<file path="config.mk">
export PLATFORM = sky130hd
export DESIGN_NAME = clock_generator_control
export DESIGN_NICKNAME = d
export VERILOG_FILES = /design/src/hw/clkgen_pkg.sv /design/src/hw/clock_generator_control.sv /design/src/hw/stab_counter.sv /design/src/hw/clock_switch.sv
export SDC_FILE = /design/constraint.sdc
export NUM_CORES = 1
export LEC_CHECK = 0
export BUFFER_PORTS_ARGS = -buffer_cell sky130_fd_sc_hd__buf_4
export CAP_MARGIN = 20
export CORE_MARGIN = 2
export CORE_UTILIZATION = 35
export DETAILED_ROUTE_END_ITERATION = 12
export GPL_TIMING_DRIVEN = 0
export PLACE_DENSITY = 0.53
export SYNTH_ARGS = -nofsm -noshare
export SYNTH_HDL_FRONTEND = slang
export SYNTH_SLANG_ARGS = --single-unit
</file>
<file path="constraint.sdc">
create_clock -name pclk -period 2.9 [get_ports pclk]
set_input_delay 0.29 -clock pclk [delete_from_list [all_inputs] [get_ports pclk]]
set_output_delay 0.29 -clock pclk [all_outputs]
set_load 0.02 [all_outputs]
</file>
<file path="src/hw/clkgen_pkg.sv">
// shared constants, types and helpers of the clock generator control
package clkgen_pkg;

	// ----------------------------------------
	// register map (index, byte address = 4 * index)
	// ----------------------------------------
	localparam int AW = 24;
	localparam logic [AW-1:0] OPT_IDX = 24'h0000C2;
	localparam logic [AW-1:0] DIV_IDX = 24'h0F00A8;
	localparam logic [AW-1:0] CMC_IDX = 24'h000010;
	localparam logic [AW-1:0] STABILIZATION_TIME_SELECT_IDX = 24'h000011;
	localparam logic [AW-1:0] CSC_IDX = 24'h000012;
	localparam logic [AW-1:0] STABILIZATION_COUNTER_STATUS_IDX = 24'h000013;
	localparam logic [AW-1:0] CKC_IDX = 24'h000014;

	// ----------------------------------------
	// reset values and fields
	// ----------------------------------------
	localparam logic [7:0] CMC_RST = 8'h00;
	localparam logic [2:0] STABILIZATION_TIME_SELECT_RST = 3'h7;
	localparam logic [7:0] CSC_RST = 8'hC0;
	localparam logic [3:0] BYTE0_STRB = 4'h1;
	localparam int CMC_EXT = 7;
	localparam int CMC_SEL = 6;
	localparam int CMC_SEXT = 5;
	localparam int CMC_SSEL = 4;
	localparam int CMC_SUB_PIN_SELECT = 3;
	localparam int CMC_SMODE_HI = 2;
	localparam int CMC_SMODE_LO = 1;
	localparam int CMC_GAIN = 0;
	localparam int CSC_MAIN_OSC_STOP = 7;
	localparam int CSC_XSTOP = 6;
	localparam int CSC_HSTOP = 0;
	localparam int CKC_CLS = 7;
	localparam int CKC_CSS = 6;
	localparam int CKC_MCS = 5;
	localparam int CKC_MAIN_CLOCK_SELECT = 4;
	localparam logic [2:0] FREQ_MIN = 3'h1;
	localparam logic [2:0] FREQ_MAX = 3'h5;

	// ----------------------------------------
	// timing
	// ----------------------------------------
	localparam int CLK_NS = 5;
	localparam int RESET_PROC_NS = 100000;
	localparam int RESET_PROC_CYCLES = (RESET_PROC_NS + CLK_NS - 1) / CLK_NS;
	localparam logic [1:0] TRANS_CLKS = 2'h3;
	localparam int STAB_W = 19;

	// ----------------------------------------
	// types
	// ----------------------------------------
	typedef enum logic [1:0] {SRC_HOCO = 2'b00, SRC_MAIN = 2'b01, SRC_SUB = 2'b10} src_t;
	typedef enum logic [1:0] {DV_RUN = 2'b00, DV_OLD = 2'b01, DV_WAIT = 2'b10} div_st_t;
	typedef struct packed {
		logic hoco_en;
		logic main_osc_en;
		logic main_ext_en;
		logic main_gain;
		logic sub_osc_en;
		logic sub_ext_en;
		logic sub_pin;
		logic [1:0] sub_mode;
	} osc_ctl_t;

	// ----------------------------------------
	// helpers
	// ----------------------------------------
	function automatic logic [AW-1:0] reg_addr(input logic [AW-1:0] idx);
		reg_addr = {idx[AW-3:0], 2'b00};
	endfunction

	// divide shift of the internal oscillator: 16 MHz base
	function automatic logic [2:0] freq_shift(input logic [2:0] code);
		freq_shift = (code >= FREQ_MIN && code <= FREQ_MAX) ? code - FREQ_MIN : 3'h0;
	endfunction

	// log2 of cycles behind each counter status flag, msb first
	function automatic int stab_exp(input logic [2:0] k);
		case (k)
			3'h0: stab_exp = 8;
			3'h1: stab_exp = 9;
			3'h2: stab_exp = 10;
			3'h3: stab_exp = 11;
			3'h4: stab_exp = 13;
			3'h5: stab_exp = 15;
			3'h6: stab_exp = 17;
			default: stab_exp = 18;
		endcase
	endfunction

endpackage

</file>
<file path="src/hw/clock_generator_control.sv">
// clock generator control: registers, reset wait, divider, source control
// ----------------------------------------
// ----------------------------------------
//
// Chosen here: register access over APB.
`timescale 1ns/1ps
`default_nettype none
module clock_generator_control
#(
	parameter int RESET_CYCLES = clkgen_pkg::RESET_PROC_CYCLES
)
(
	input wire logic pclk,
	input wire logic presetn,
	input wire logic psel,
	input wire logic penable,
	input wire logic pwrite,
	input wire logic [clkgen_pkg::AW-1:0] paddr,
	input wire logic [31:0] pwdata,
	input wire logic [3:0] pstrb,
	output logic [31:0] prdata,
	output logic pready,
	output logic pslverr,
	input wire logic [7:0] boot_option,
	input wire logic hoco_tick,
	input wire logic main_tick,
	input wire logic sub_tick,
	output clkgen_pkg::osc_ctl_t osc_ctl,
	output logic cpu_start,
	output logic cpu_clk_tick,
	output clkgen_pkg::src_t cpu_clk_source
);
	localparam int RW = $clog2(RESET_CYCLES + 1);
	// option byte bits above the frequency code always read as ones
	localparam logic [4:0] OPT_FILL = 5'h1F;

	// ----------------------------------------
	// state
	// ----------------------------------------
	typedef struct packed {
		logic [RW-1:0] rst_cnt;
		logic started;
		logic opt_taken;
		logic [2:0] opt;
		logic [2:0] div;
		logic [2:0] act_shift;
		clkgen_pkg::div_st_t dv_st;
		logic [1:0] dv_cnt;
		logic [3:0] pre;
		logic [7:0] clock_mode_control;
		logic cmc_done;
		logic [2:0] stabilization_time_select;
		logic [7:0] clock_status_control;
		logic main_clock_select;
		logic subsystem_select;
		logic [31:0] prdata;
		logic pslverr;
		clkgen_pkg::osc_ctl_t osc;
	} st_t;
	st_t s_r;
	st_t s_nxt;

	logic [7:0] stabilization_counter_status;
	logic sw_tick;
	clkgen_pkg::src_t active;
	clkgen_pkg::src_t req;
	logic hoco_run;
	logic hdiv_tick;
	logic hoco_out;
	logic main_run;
	logic main_ext;
	logic setup;
	logic wr;
	logic [7:0] wbyte;
	logic [7:0] rbyte;
	logic hit_any;

	function automatic logic hit(input logic [clkgen_pkg::AW-1:0] a,
		input logic [clkgen_pkg::AW-1:0] idx);
		hit = a == clkgen_pkg::reg_addr(idx);
	endfunction

	function automatic logic [3:0] div_mask(input logic [2:0] sh);
		div_mask = 4'((5'h01 << sh) - 5'h01);
	endfunction

	// ----------------------------------------
	// oscillator status
	// ----------------------------------------
	// stopping the internal clock while selected stalls the cpu clock
	assign hoco_run = !s_r.clock_status_control[clkgen_pkg::CSC_HSTOP];
	assign main_run = s_r.clock_mode_control[clkgen_pkg::CMC_SEL] && !s_r.clock_status_control[clkgen_pkg::CSC_MAIN_OSC_STOP];
	assign main_ext = s_r.clock_mode_control[clkgen_pkg::CMC_EXT];
	assign hdiv_tick = hoco_run && hoco_tick && s_r.pre == div_mask(s_r.act_shift);
	// no ticks leave the divider while it waits on the new frequency
	assign hoco_out = hdiv_tick && s_r.dv_st != clkgen_pkg::DV_WAIT;
	assign req = s_r.subsystem_select ? clkgen_pkg::SRC_SUB
		: (s_r.main_clock_select ? clkgen_pkg::SRC_MAIN : clkgen_pkg::SRC_HOCO);

	// ----------------------------------------
	// bus decode
	// ----------------------------------------
	assign setup = psel && !penable;
	assign wr = psel && penable && pwrite;
	assign wbyte = pwdata[7:0];
	assign hit_any = hit(paddr, clkgen_pkg::OPT_IDX) || hit(paddr, clkgen_pkg::DIV_IDX)
		|| hit(paddr, clkgen_pkg::CMC_IDX) || hit(paddr, clkgen_pkg::STABILIZATION_TIME_SELECT_IDX)
		|| hit(paddr, clkgen_pkg::CSC_IDX) || hit(paddr, clkgen_pkg::STABILIZATION_COUNTER_STATUS_IDX)
		|| hit(paddr, clkgen_pkg::CKC_IDX);

	// ----------------------------------------
	// read mux
	// ----------------------------------------
	always_comb
	begin
		rbyte = 8'h00;
		if (hit(paddr, clkgen_pkg::OPT_IDX))
			rbyte = {OPT_FILL, s_r.opt};
		else if (hit(paddr, clkgen_pkg::DIV_IDX))
			rbyte = {5'h00, s_r.div};
		else if (hit(paddr, clkgen_pkg::CMC_IDX))
			rbyte = s_r.clock_mode_control;
		else if (hit(paddr, clkgen_pkg::STABILIZATION_TIME_SELECT_IDX))
			rbyte = {5'h00, s_r.stabilization_time_select};
		else if (hit(paddr, clkgen_pkg::CSC_IDX))
			rbyte = s_r.clock_status_control;
		else if (hit(paddr, clkgen_pkg::STABILIZATION_COUNTER_STATUS_IDX))
			rbyte = stabilization_counter_status;
		else if (hit(paddr, clkgen_pkg::CKC_IDX))
		begin
			rbyte[clkgen_pkg::CKC_CLS] = active == clkgen_pkg::SRC_SUB;
			rbyte[clkgen_pkg::CKC_CSS] = s_r.subsystem_select;
			rbyte[clkgen_pkg::CKC_MCS] = active == clkgen_pkg::SRC_MAIN;
			rbyte[clkgen_pkg::CKC_MAIN_CLOCK_SELECT] = s_r.main_clock_select;
		end
	end

	// ----------------------------------------
	// next state
	// ----------------------------------------
	always_comb
	begin
		s_nxt = s_r;

		// reset processing wait before the cpu runs
		if (!s_r.started)
		begin
			if (s_r.rst_cnt == RW'(RESET_CYCLES - 1))
				s_nxt.started = 1'b1;
			else
				s_nxt.rst_cnt = s_r.rst_cnt + 1'b1;
		end

		// boot strap caught on the first edge after release
		if (!s_r.opt_taken)
		begin
			s_nxt.opt_taken = 1'b1;
			s_nxt.opt = boot_option[2:0];
			s_nxt.div = boot_option[2:0];
			s_nxt.act_shift = clkgen_pkg::freq_shift(boot_option[2:0]);
		end

		// internal oscillator prescaler
		if (hoco_run && hoco_tick)
			s_nxt.pre = hdiv_tick ? 4'h0 : s_r.pre + 4'h1;

		// frequency transition
		unique case (s_r.dv_st)
			clkgen_pkg::DV_OLD:
			begin
				if (hdiv_tick)
				begin
					if (s_r.dv_cnt == clkgen_pkg::TRANS_CLKS - 2'h1)
					begin
						s_nxt.dv_st = clkgen_pkg::DV_WAIT;
						s_nxt.dv_cnt = 2'h0;
						s_nxt.pre = 4'h0;
						s_nxt.act_shift = clkgen_pkg::freq_shift(s_r.div);
					end
					else
						s_nxt.dv_cnt = s_r.dv_cnt + 2'h1;
				end
			end
			clkgen_pkg::DV_WAIT:
			begin
				if (hdiv_tick)
				begin
					if (s_r.dv_cnt == clkgen_pkg::TRANS_CLKS - 2'h1)
						s_nxt.dv_st = clkgen_pkg::DV_RUN;
					else
						s_nxt.dv_cnt = s_r.dv_cnt + 2'h1;
				end
			end
			default:
				s_nxt.dv_cnt = 2'h0;
		endcase

		// register writes take effect in the access phase
		// a divider write mid-transition restarts it at the present rate
		if (wr && hit(paddr, clkgen_pkg::DIV_IDX))
		begin
			// prohibited codes leave the frequency alone
			if (wbyte[2:0] >= clkgen_pkg::FREQ_MIN && wbyte[2:0] <= clkgen_pkg::FREQ_MAX)
			begin
				s_nxt.div = wbyte[2:0];
				s_nxt.dv_st = clkgen_pkg::DV_OLD;
				s_nxt.dv_cnt = 2'h0;
			end
		end
		// mode register locks after its first byte-wide write
		if (wr && hit(paddr, clkgen_pkg::CMC_IDX) && !s_r.cmc_done
			&& pstrb == clkgen_pkg::BYTE0_STRB)
		begin
			s_nxt.clock_mode_control = wbyte;
			s_nxt.cmc_done = 1'b1;
		end
		// writes to option and counter status are dropped without an error
		if (wr && hit(paddr, clkgen_pkg::STABILIZATION_TIME_SELECT_IDX))
			s_nxt.stabilization_time_select = wbyte[2:0];
		if (wr && hit(paddr, clkgen_pkg::CSC_IDX))
		begin
			s_nxt.clock_status_control = 8'h00;
			s_nxt.clock_status_control[clkgen_pkg::CSC_MAIN_OSC_STOP] = wbyte[clkgen_pkg::CSC_MAIN_OSC_STOP];
			s_nxt.clock_status_control[clkgen_pkg::CSC_XSTOP] = wbyte[clkgen_pkg::CSC_XSTOP];
			s_nxt.clock_status_control[clkgen_pkg::CSC_HSTOP] = wbyte[clkgen_pkg::CSC_HSTOP];
		end
		if (wr && hit(paddr, clkgen_pkg::CKC_IDX))
		begin
			s_nxt.subsystem_select = wbyte[clkgen_pkg::CKC_CSS];
			s_nxt.main_clock_select = wbyte[clkgen_pkg::CKC_MAIN_CLOCK_SELECT];
		end

		// read data is set up ahead of the access phase
		if (setup)
		begin
			s_nxt.prdata = {24'h000000, pwrite ? 8'h00 : rbyte};
			s_nxt.pslverr = !hit_any;
		end

		// oscillator enables from the mode and stop bits
		s_nxt.osc.hoco_en = !s_nxt.clock_status_control[clkgen_pkg::CSC_HSTOP];
		s_nxt.osc.main_osc_en = s_nxt.clock_mode_control[clkgen_pkg::CMC_SEL]
			&& !s_nxt.clock_mode_control[clkgen_pkg::CMC_EXT]
			&& !s_nxt.clock_status_control[clkgen_pkg::CSC_MAIN_OSC_STOP];
		s_nxt.osc.main_ext_en = s_nxt.clock_mode_control[clkgen_pkg::CMC_SEL]
			&& s_nxt.clock_mode_control[clkgen_pkg::CMC_EXT]
			&& !s_nxt.clock_status_control[clkgen_pkg::CSC_MAIN_OSC_STOP];
		s_nxt.osc.main_gain = s_nxt.clock_mode_control[clkgen_pkg::CMC_GAIN];
		s_nxt.osc.sub_osc_en = s_nxt.clock_mode_control[clkgen_pkg::CMC_SSEL]
			&& !s_nxt.clock_mode_control[clkgen_pkg::CMC_SEXT]
			&& !s_nxt.clock_status_control[clkgen_pkg::CSC_XSTOP];
		s_nxt.osc.sub_ext_en = s_nxt.clock_mode_control[clkgen_pkg::CMC_SSEL]
			&& s_nxt.clock_mode_control[clkgen_pkg::CMC_SEXT]
			&& !s_nxt.clock_status_control[clkgen_pkg::CSC_XSTOP];
		s_nxt.osc.sub_pin = s_nxt.clock_mode_control[clkgen_pkg::CMC_SUB_PIN_SELECT];
		s_nxt.osc.sub_mode = {s_nxt.clock_mode_control[clkgen_pkg::CMC_SMODE_HI],
			s_nxt.clock_mode_control[clkgen_pkg::CMC_SMODE_LO]};
	end

	// ----------------------------------------
	// registers
	// ----------------------------------------
	always_ff @(posedge pclk or negedge presetn)
	begin
		if (!presetn)
		begin
			s_r <= '0;
			s_r.dv_st <= clkgen_pkg::DV_RUN;
			s_r.clock_mode_control <= clkgen_pkg::CMC_RST;
			s_r.stabilization_time_select <= clkgen_pkg::STABILIZATION_TIME_SELECT_RST;
			s_r.clock_status_control <= clkgen_pkg::CSC_RST;
			s_r.osc.hoco_en <= 1'b1;
		end
		else
			s_r <= s_nxt;
	end

	// ----------------------------------------
	// stabilization counter and source switch
	// ----------------------------------------
	// ready flag is spare: no stop-mode release here, software polls the flags
	stab_counter u_stab
	(
		.pclk(pclk),
		.presetn(presetn),
		.run(main_run),
		.ext(main_ext),
		.tick(main_tick),
		.stabilization_time_select(s_r.stabilization_time_select),
		.status(stabilization_counter_status),
		.ready()
	);

	// switching does not wait on the stabilization flag; software polls it
	clock_switch u_switch
	(
		.pclk(pclk),
		.presetn(presetn),
		.run(s_r.started),
		.req(req),
		.tick_hoco(hoco_out),
		.tick_main(main_tick),
		.tick_sub(sub_tick),
		.clk_tick(sw_tick),
		.active(active)
	);

	// ----------------------------------------
	// outputs
	// ----------------------------------------
	assign prdata = s_r.prdata;
	assign pslverr = s_r.pslverr && psel && penable;
	// no wait states: every access ends in its first access cycle
	assign pready = 1'b1;
	assign osc_ctl = s_r.osc;
	assign cpu_start = s_r.started;
	assign cpu_clk_tick = sw_tick;
	assign cpu_clk_source = active;
endmodule
`default_nettype wire

</file>
<file path="src/hw/stab_counter.sv">
// main oscillator stabilization counter and its status flags
`timescale 1ns/1ps
`default_nettype none
module stab_counter
(
	input wire logic pclk,
	input wire logic presetn,
	input wire logic run,
	input wire logic ext,
	input wire logic tick,
	input wire logic [2:0] stabilization_time_select,
	output logic [7:0] status,
	output logic ready
);
	typedef struct packed {
		logic [clkgen_pkg::STAB_W-1:0] cnt;
		logic [7:0] status;
		logic ready;
	} st_t;
	st_t s_r;
	st_t s_nxt;

	always_comb
	begin
		s_nxt = s_r;
		if (!run)
			s_nxt.cnt = '0;
		else if (tick && !s_r.cnt[clkgen_pkg::STAB_W-1])
			s_nxt.cnt = s_r.cnt + 1'b1;
		for (int i = 0; i < 8; i++)
			s_nxt.status[7-i] = run && (ext ||
				s_nxt.cnt >= (clkgen_pkg::STAB_W'(1) << clkgen_pkg::stab_exp(3'(i))));
		// external clock needs no wait
		s_nxt.ready = s_nxt.status[3'h7 - stabilization_time_select];
	end

	always_ff @(posedge pclk or negedge presetn)
	begin
		if (!presetn)
			s_r <= '0;
		else
			s_r <= s_nxt;
	end

	assign status = s_r.status;
	assign ready = s_r.ready;
endmodule
`default_nettype wire

</file>
<file path="src/hw/clock_switch.sv">
// glitch-free selection of the cpu/peripheral clock tick
`timescale 1ns/1ps
`default_nettype none
module clock_switch
(
	input wire logic pclk,
	input wire logic presetn,
	input wire logic run,
	input wire clkgen_pkg::src_t req,
	input wire logic tick_hoco,
	input wire logic tick_main,
	input wire logic tick_sub,
	output logic clk_tick,
	output clkgen_pkg::src_t active
);
	typedef struct packed {
		clkgen_pkg::src_t cur;
		logic gap;
		logic tick;
	} st_t;
	st_t s_r;
	st_t s_nxt;
	logic sel;

	always_comb
	begin
		s_nxt = s_r;
		unique case (s_r.cur)
			clkgen_pkg::SRC_MAIN: sel = tick_main;
			clkgen_pkg::SRC_SUB: sel = tick_sub;
			default: sel = tick_hoco;
		endcase
		// leave the old source only at the end of a whole period
		if (s_r.gap)
		begin
			s_nxt.cur = req;
			s_nxt.gap = 1'b0;
		end
		else if (s_r.cur != req && sel)
			s_nxt.gap = 1'b1;
		s_nxt.tick = run && sel && !s_r.gap;
	end

	always_ff @(posedge pclk or negedge presetn)
	begin
		if (!presetn)
		begin
			s_r <= '0;
			s_r.cur <= clkgen_pkg::SRC_HOCO;
		end
		else
			s_r <= s_nxt;
	end

	assign clk_tick = s_r.tick;
	assign active = s_r.cur;
endmodule
`default_nettype wire

</file>
-- Yosys cells after proc, flatten, opt, wreduce, memory -nomap -nowiden
Cells that the tools add are included.
- bits in registers: 100
- output and inout port bits: 47
- logic and storage cells: 177
- $add $sub $neg: 7
- $lt $le $gt $ge: 14
- eq/ne operators: 17
- shift operators: 1
- multiplexer cells: 40
- bitwise gates (word level): 2
- reductions and logical operators: 66
- operators with widths (cell ; count):
    24-bit by 7-bit equality test with 1-bit output, second input constant ; 5
    8-bit 2-to-1 mux ; 7
    4-bit 2-to-1 mux ; 10
    1-bit logical AND ; 39
    19-bit 2-to-1 mux ; 2
    24-bit by 10-bit equality test with 1-bit output, second input constant ; 1
    24-bit by 22-bit equality test with 1-bit output, second input constant ; 1
    19-bit by 1-bit adder with 19-bit output, second input constant ; 1
    19-bit by 10-bit greater-or-equal comparator with 1-bit output, second input constant ; 1
    19-bit by 11-bit greater-or-equal comparator with 1-bit output, second input constant ; 1
    19-bit by 12-bit greater-or-equal comparator with 1-bit output, second input constant ; 1
    19-bit by 14-bit greater-or-equal comparator with 1-bit output, second input constant ; 1
    19-bit by 16-bit greater-or-equal comparator with 1-bit output, second input constant ; 1
    19-bit by 18-bit greater-or-equal comparator with 1-bit output, second input constant ; 1
    19-bit greater-or-equal comparator, second input constant ; 1
    19-bit by 9-bit greater-or-equal comparator with 1-bit output, second input constant ; 1
    15-bit by 1-bit adder with 15-bit output, second input constant ; 1
    15-bit equality test, second input constant ; 1
    3-bit 2-to-1 mux ; 5
    1-bit logical OR ; 14
    1-bit logical NOT ; 12
    11-bit 2-to-1 mux ; 1
    3-bit by 1-bit greater-or-equal comparator with 1-bit output, second input constant ; 3
    3-bit less-or-equal comparator, second input constant ; 3
    other kinds (20) ; 33

-- Longest topological paths before layout
Gate-level depths: netlist of the first run.
- depth after elaboration: 11
- depth in mapped cells: 10
- mapped depth without buffers: 9

-- Cells and area by module
From an unflattened synthesis of the first run, not the netlist that was laid out.
- cells, all modules: 595
- area total of the unflattened synthesis: 5894.4 um2
- by module, submodules not included (module ; instances ; cells an instance ; area an instance (um2) ; sequential area each (um2)):
    clock_generator_control ; 1 ; 419 ; 4020.1 ; 1634.1
    stab_counter ; 1 ; 155 ; 1639.1 ; 700.7
    clock_switch ; 1 ; 21 ; 235.2 ; 100.1

-- Worst setup path before layout of the first run
No wires, ideal clock.
- path kind: reg2reg
- start: register s_r[74] (netlist bit)
- end: register s_r[69] (netlist bit)
- setup time: 0.111 ns
- arrival: 2.366 ns
- setup slack: 0.423 ns
- stages on the path, launching flop included: 9
- path buffers: 1
- cell sequence: dfrtp_1 or3_2 ha_1 xor2_1 a21o_1 a2111oi_4 buf_6 nor2_2 a2111oi_2
- RTL lines (element ; RTL line ; text):
    from (decl) ; clock_generator_control.sv:60 ; st_t s_r;
    from (signal assigned) ; clock_generator_control.sv:275 ; s_r <= s_nxt;

==> impl_metrics.toml, run 1 <==
[global_route]
grt_usage = 0.151
grt_max_degree = 63
gr-total-overflow = 0
grt_pass1_vias = 3957
grt_pass1_wl_um = 19600
antenna_found_initial = 0

[routing]
drtIter0Drc = 167
wl_per_cell_um = 14.4
via_count = 4138
dr.pass1.iters = 5
via_per_inst = 4.95
drc_errors = 0
drt_wl_total_um = 12000
postRouteAntennaNets = 0

[clocking]
cts-root-buf = "clkbuf_16"
cts_tree = "done"
clock_latency_ps = 340
clock_path_buffers = 2
clkTransAtPathRegs_ps = 60
numCtsBuffers = 9
h-tree-depth = 3
cts_sinks = 96

[worst_setup_path]
end_kind = "flop"
crit_path_max_incr_delay_ps = 510
cp.arrival_ps = 2990
start_kind = "flop"
cp_max_fo = 10
cp_slowest_cell = "or3_2"
required_ps = 3130
r2r_setup_slack_ps = 140
critical_path_class = "flop to flop"
cp_cell_sequence = "or3_2, ha_1, xor2_1, nand4_1, a2111oi_4, buf_4, buf_6, nor2_2, a2111oi_2"

[sta]
hold_viol_final = 0
period_needed_ps = 2760
skew_ps = 6.87
max_freq_mhz = 362
drv_slew = 0
finalSetupViolCount = 0
tightest_slew_ps = 1070
period_share = 0.953
relSlewSlack = 0.283

[final_layout]
drive_above_1_share = 0.281
stdcell_count = 836
mostFrequentLayoutCell = "buf_4"
n_fill_cell = 1463
synthToLayoutAreaGrowth_pct = 21.8
final_cell_mix = "buf_4 (116), dfrtp_1 (90), nand2_1 (49), nor2_1 (47), conb_1 (26)"
final_nets = 734
num_antenna_cells = 0

[floorplanning]
start_util = 0.356
num_io_pins = 123
fp.dieH_um = 128
die_area_um2 = 16400
die_x_um = 128
row_count = 45
core_um2 = 15100

[power_and_ir_drop]
p_leak_nw = 3.04
ir_drop_v = 0.000254
power.total_mw = 3.03
p_per_area_nw_per_um2 = 462

[placement]
placed_cells = 818
gp_congestion = 0.762
portBuffers = 68
dp_hpwl_um = 9000

[synth]
synth_ff_type = "dfrtp_1"
synth_cell_types = 66
yosysWarnings = 0
synth_cells = 537
synth_top_area_frac = 0.417
synth_seq_area_share = 0.447
synth_seq_cells = 96
synth.avg_cell_area_um2 = 10.0
synth_edf_count = 0
yosysTopAreaCell = "dfrtp_1"
netlist_area_um2 = 5400
ys_async_sr_fraction = 1.00
synth_area_leaders = "dfrtp_1 (42%), buf_4 (6.5%), mux2_2 (4.4%), xnor2_1 (3.7%), ha_1 (3.5%)"

[status]
status = "finished, final reports clean"

[flow_run]
max_cap_violations = 0

[min_path]
worstHoldPathType = "input port to flop"
layer usage:
layer,part of all wire,GRT usage
met5,0,0
met4,0.013,0.0595
met3,0.048,0.0263
met2,0.45,0.237
met1,0.49,0.209
worst max-delay path: cells and delay by family (launching register included):
family / cells / cell delay, ps
AOI/OAI and AO/OA: 2 / 700
DFF: 1 / 460
adders and majority gates: 1 / 220
xor gates and xnor gates: 1 / 200
and+or+nand+nor: 3 / 740
buffers and inverters: 2 / 340
sequential cells by signal, indices dropped and copies added (netlist names):
signal             cells
s_r                   49
u_stab.s_r            19
prdata                 8
u_stab.status          8
osc_ctl                6
u_switch.active        2
cpu_start              1
main_ext               1
u_switch.clk_tick      1
u_switch.s_r           1
path summary, 6_finish.rpt:
check | start | end | cells after the start
min in group asynchronous | presetn | main_ext | 2
max in group asynchronous | presetn | osc_ctl[8] | 3
max | s_r[74] | s_r[69] | 9
min reg2reg | s_r[94] | s_r[94] | 1
min | pwdata[0] | osc_ctl[8] | 2
max reg2reg | s_r[74] | s_r[69] | 9
per-stage QoR:
step	hold slack, ps	setup slack [ps]	instance area, um^2	util	TNS, ps
floorplan	-5.59	423	5490	-	0
finish	162	136	6570	0.434	0
detailed placement	289	117	6260	0.413	0
global placement	453	177	6230	0.411	0
CTS	160	86.0	6560	0.433	0
global route	169	-14.0	6570	0.434	-14.0
where the power goes:
| part | total [mW] | switching (mW) | internal (mW) |
|---|---|---|---|
| combinational | 0.416 | 0.229 | 0.187 |
| clock | 1.18 | 0.513 | 0.670 |
| sequential | 1.44 | 0.0505 | 1.39 |
| total | 3.03 | 0.792 | 2.24 |
synthesized netlist by cell type (all sizes together), types with 3 or more instances:
cell / count
nand2b: 8
xnor2: 23
and3: 9
buf: 49
xor2: 17
a21o: 3
nand4: 12
or4: 3
o32ai: 3
nor2: 48
dfstp: 6
nor3: 8
o21ai: 20
inv: 18
a221oi: 3
clkbuf: 9
mux2: 21
or3: 4
or2: 4
nand2: 49
nor4b: 4
a31oi: 8
dfrtp: 90
nand3b: 8
nand3: 17
nor4: 7
ha: 15
and2: 5
o31ai: 4
a21oi: 20
and4: 8
logic make-up (layout without fill, tap and decap cells):
kind of cell	Yosys count	in the layout	synth area share
AO/OA/AOI/OAI	80	80	0.102
XOR/XNOR	40	40	0.0649
adder cells (fa/ha/maj)	15	15	0.0348
buffers and inverters	76	163	0.0874
flip-flops	96	96	0.447
multiplexers	24	24	0.0517
other	2	26	0.00139
AND/OR/NAND/NOR	204	204	0.211
final cells by class:
cell class,count,area (um^2),area share
clock inverters,5,56.3,0.00857
well taps,188,235,0.0358
multi-input cells,389,2610,0.397
flip-flops and latches,96,2410,0.367
inverters,18,67.6,0.0103
clock buffers,11,233,0.0354
repair buffers,71,556,0.0845
plain buffers,58,404,0.0615
timing repair:
item / 4_1_cts / 5_1_grt
endpoints found under the setup margin: 0 / 4
hold buffers: 1 / 0
buffers inserted: 0 / 1
endpoints found under the hold margin: 32 / 0
resized for setup: 0 / 1
Power figures use the tool's default switching activity.
==> run 2: changes to the inputs <==
--- a/config.mk
+++ b/config.mk
@@ -11,7 +11,7 @@
 export CORE_UTILIZATION = 35
 export DETAILED_ROUTE_END_ITERATION = 12
 export GPL_TIMING_DRIVEN = 0
-export PLACE_DENSITY = 0.53
+export PLACE_DENSITY = 0.56
 export SYNTH_ARGS = -nofsm -noshare
 export SYNTH_HDL_FRONTEND = slang
 export SYNTH_SLANG_ARGS = --single-unit
==> impl_metrics.toml, run 2 (synthesis gave the netlist of run 1 again) <==
[final_layout]
synthToLayoutAreaGrowth_pct = 21.3
stdcell_count = 836
reg.largest.list = "s_r: 49 flops, u_stab.s_r: 19 flops"
final_cell_mix = "buf_4 (115), dfrtp_1 (90), nand2_1 (49), nor2_1 (47), conb_1 (26)"
drive_above_1_share = 0.279
top_register = "s_r"
fin_util = 0.432
num_antenna_cells = 0
largest_register_ff_count = 49
mostFrequentLayoutCell = "buf_4"
final_area_um2 = 6550
final_nets = 734
n_fill_cell = 1448

[routing]
dr.pass1.iters = 4
wl_per_cell_um = 14.4
drt_wl_total_um = 12000
via_per_inst = 5.01
postRouteAntennaNets = 0
via_count = 4188
drtIter0Drc = 160
drc_errors = 0

[clocking]
h-tree-depth = 3
clkTransAtPathRegs_ps = 60
cts_tree = "done"
numCtsBuffers = 9
cts_sinks = 96
clock_path_buffers = 2
clock_latency_ps = 340
cts-root-buf = "clkbuf_16"

[worst_setup_path]
r2r_setup_slack_ps = 170
path_delay_family = "compound AO/OA/AOI/OAI gates"
critPathBufInv = 1
rr_startpoint = "s_r[74]"
start_kind = "flop"
cp.arrival_ps = 2960
cp_slowest_cell = "a2111oi_4"
reg2regPathDepth = 8
cp_cell_sequence = "or3_2, ha_1, xor2_1, a21o_1, a2111oi_4, buf_6, nor2_2, a2111oi_2"
required_ps = 3130
crit_path_max_incr_delay_ps = 510
cp_max_fo = 10
critical_path_class = "flop to flop"
rr_endpoint = "s_r[69]"
end_kind = "flop"

[placement]
dpl_cell_area_um2 = 6260
dp_worst_setup_slack_ps = 118
dp_hpwl_um = 9080
portBuffers = 68
placed_cells = 818
gp_congestion = 0.804

[global_route]
use_met3 = 0.0309
antenna_found_initial = 0
grt.busiest_layer = "met2"
grt_max_degree = 62
grt_use_met1 = 0.212
gr-total-overflow = 0
grt_pass1_wl_um = 20500
grt_pass1_vias = 4176
grt_util_met2 = 0.246
grt_usage = 0.157

[sta]
tns_ps = 0
hold_slack_ps = 179
period_share = 0.941
drv_slew = 0
layout_setup_ws_ps = 172
max_freq_mhz = 367
hold_viol_final = 0
finalSetupViolCount = 0
period_needed_ps = 2730
grt_setup_unrepaired = "true"
skew_ps = 6.50
relSlewSlack = 0.495
tightest_slew_ps = 748

[floorplanning]
row_count = 45
start_util = 0.356
core_um2 = 15100
num_io_pins = 123
die_area_um2 = 16400
fp.dieH_um = 128
die_x_um = 128

[min_path]
hold_start = "pwdata[3]"
holdPathEnd = "s_r[59]"
worstHoldPathType = "input port to flop"
hold_depth = 2

[power_and_ir_drop]
power.total_mw = 2.94
p_leak_nw = 3.03
p_per_area_nw_per_um2 = 449
ir_drop_v = 0.000210

[status]
status = "finished, final reports clean"

[flow_run]
max_cap_violations = 0
-- run 2: cell types whose count changed in the layout (fill, tap and decap cells not counted), sizes merged --
| cell | delta |
|---|---|
| clkbuf | +2 |
| inv | -1 |
| bufinv | -1 |
-- run 2: area by class of cell --
class / instances / area, um^2 / area share
Clock inverter: 3 / 17.5 / 0.00268
Sequential cell: 96 / 2410 / 0.368
Timing Repair Buffer: 71 / 553 / 0.0845
Buffer: 58 / 404 / 0.0617
Multi-Input combinational cell: 389 / 2610 / 0.399
Tap cell: 188 / 235 / 0.0359
Clock buffer: 13 / 250 / 0.0382
Inverter: 18 / 67.6 / 0.0103
-- run 2: routing by layer --
layer,up-vias,part of all wire
li1,2047,-
met1,1995,0.46
met2,127,0.46
met3,19,0.054
met4,0,0.022
met5,-,0
-- run 2: worst max path at each step --
stage / slack, ps / endpoint / depth (start not counted) / startpoint
3_3_place_gp: 180 / s_r[73] / 7 / s_r[74]
5_1_grt: -10 / s_r[69] / 8 / s_r[74]
2_1_floorplan: 420 / s_r[69] / 8 / s_r[74]
4_1_cts: 90 / s_r[73] / 7 / s_r[74]
6_report: 170 / s_r[69] / 8 / s_r[74]
3_5_place_dp: 120 / s_r[73] / 7 / s_r[74]
-- run 2: repair_timing --
action | CTS | global route
setup buffers | 0 | 0
setup endpoints to repair | 0 | 3
hold endpoints to repair | 33 | 0
gates resized for setup | 0 | 1
hold buffers | 1 | 0
-- run 2: where the power goes --
| group | switching, mW | leakage, nW | total [mW] | internal, mW |
|---|---|---|---|---|
| Combinational | 0.232 | 1.62 | 0.417 | 0.185 |
| Clock | 0.483 | 0.130 | 1.09 | 0.603 |
| Sequential | 0.0502 | 1.28 | 1.44 | 1.39 |
| Total | 0.765 | 3.03 | 2.94 | 2.17 |
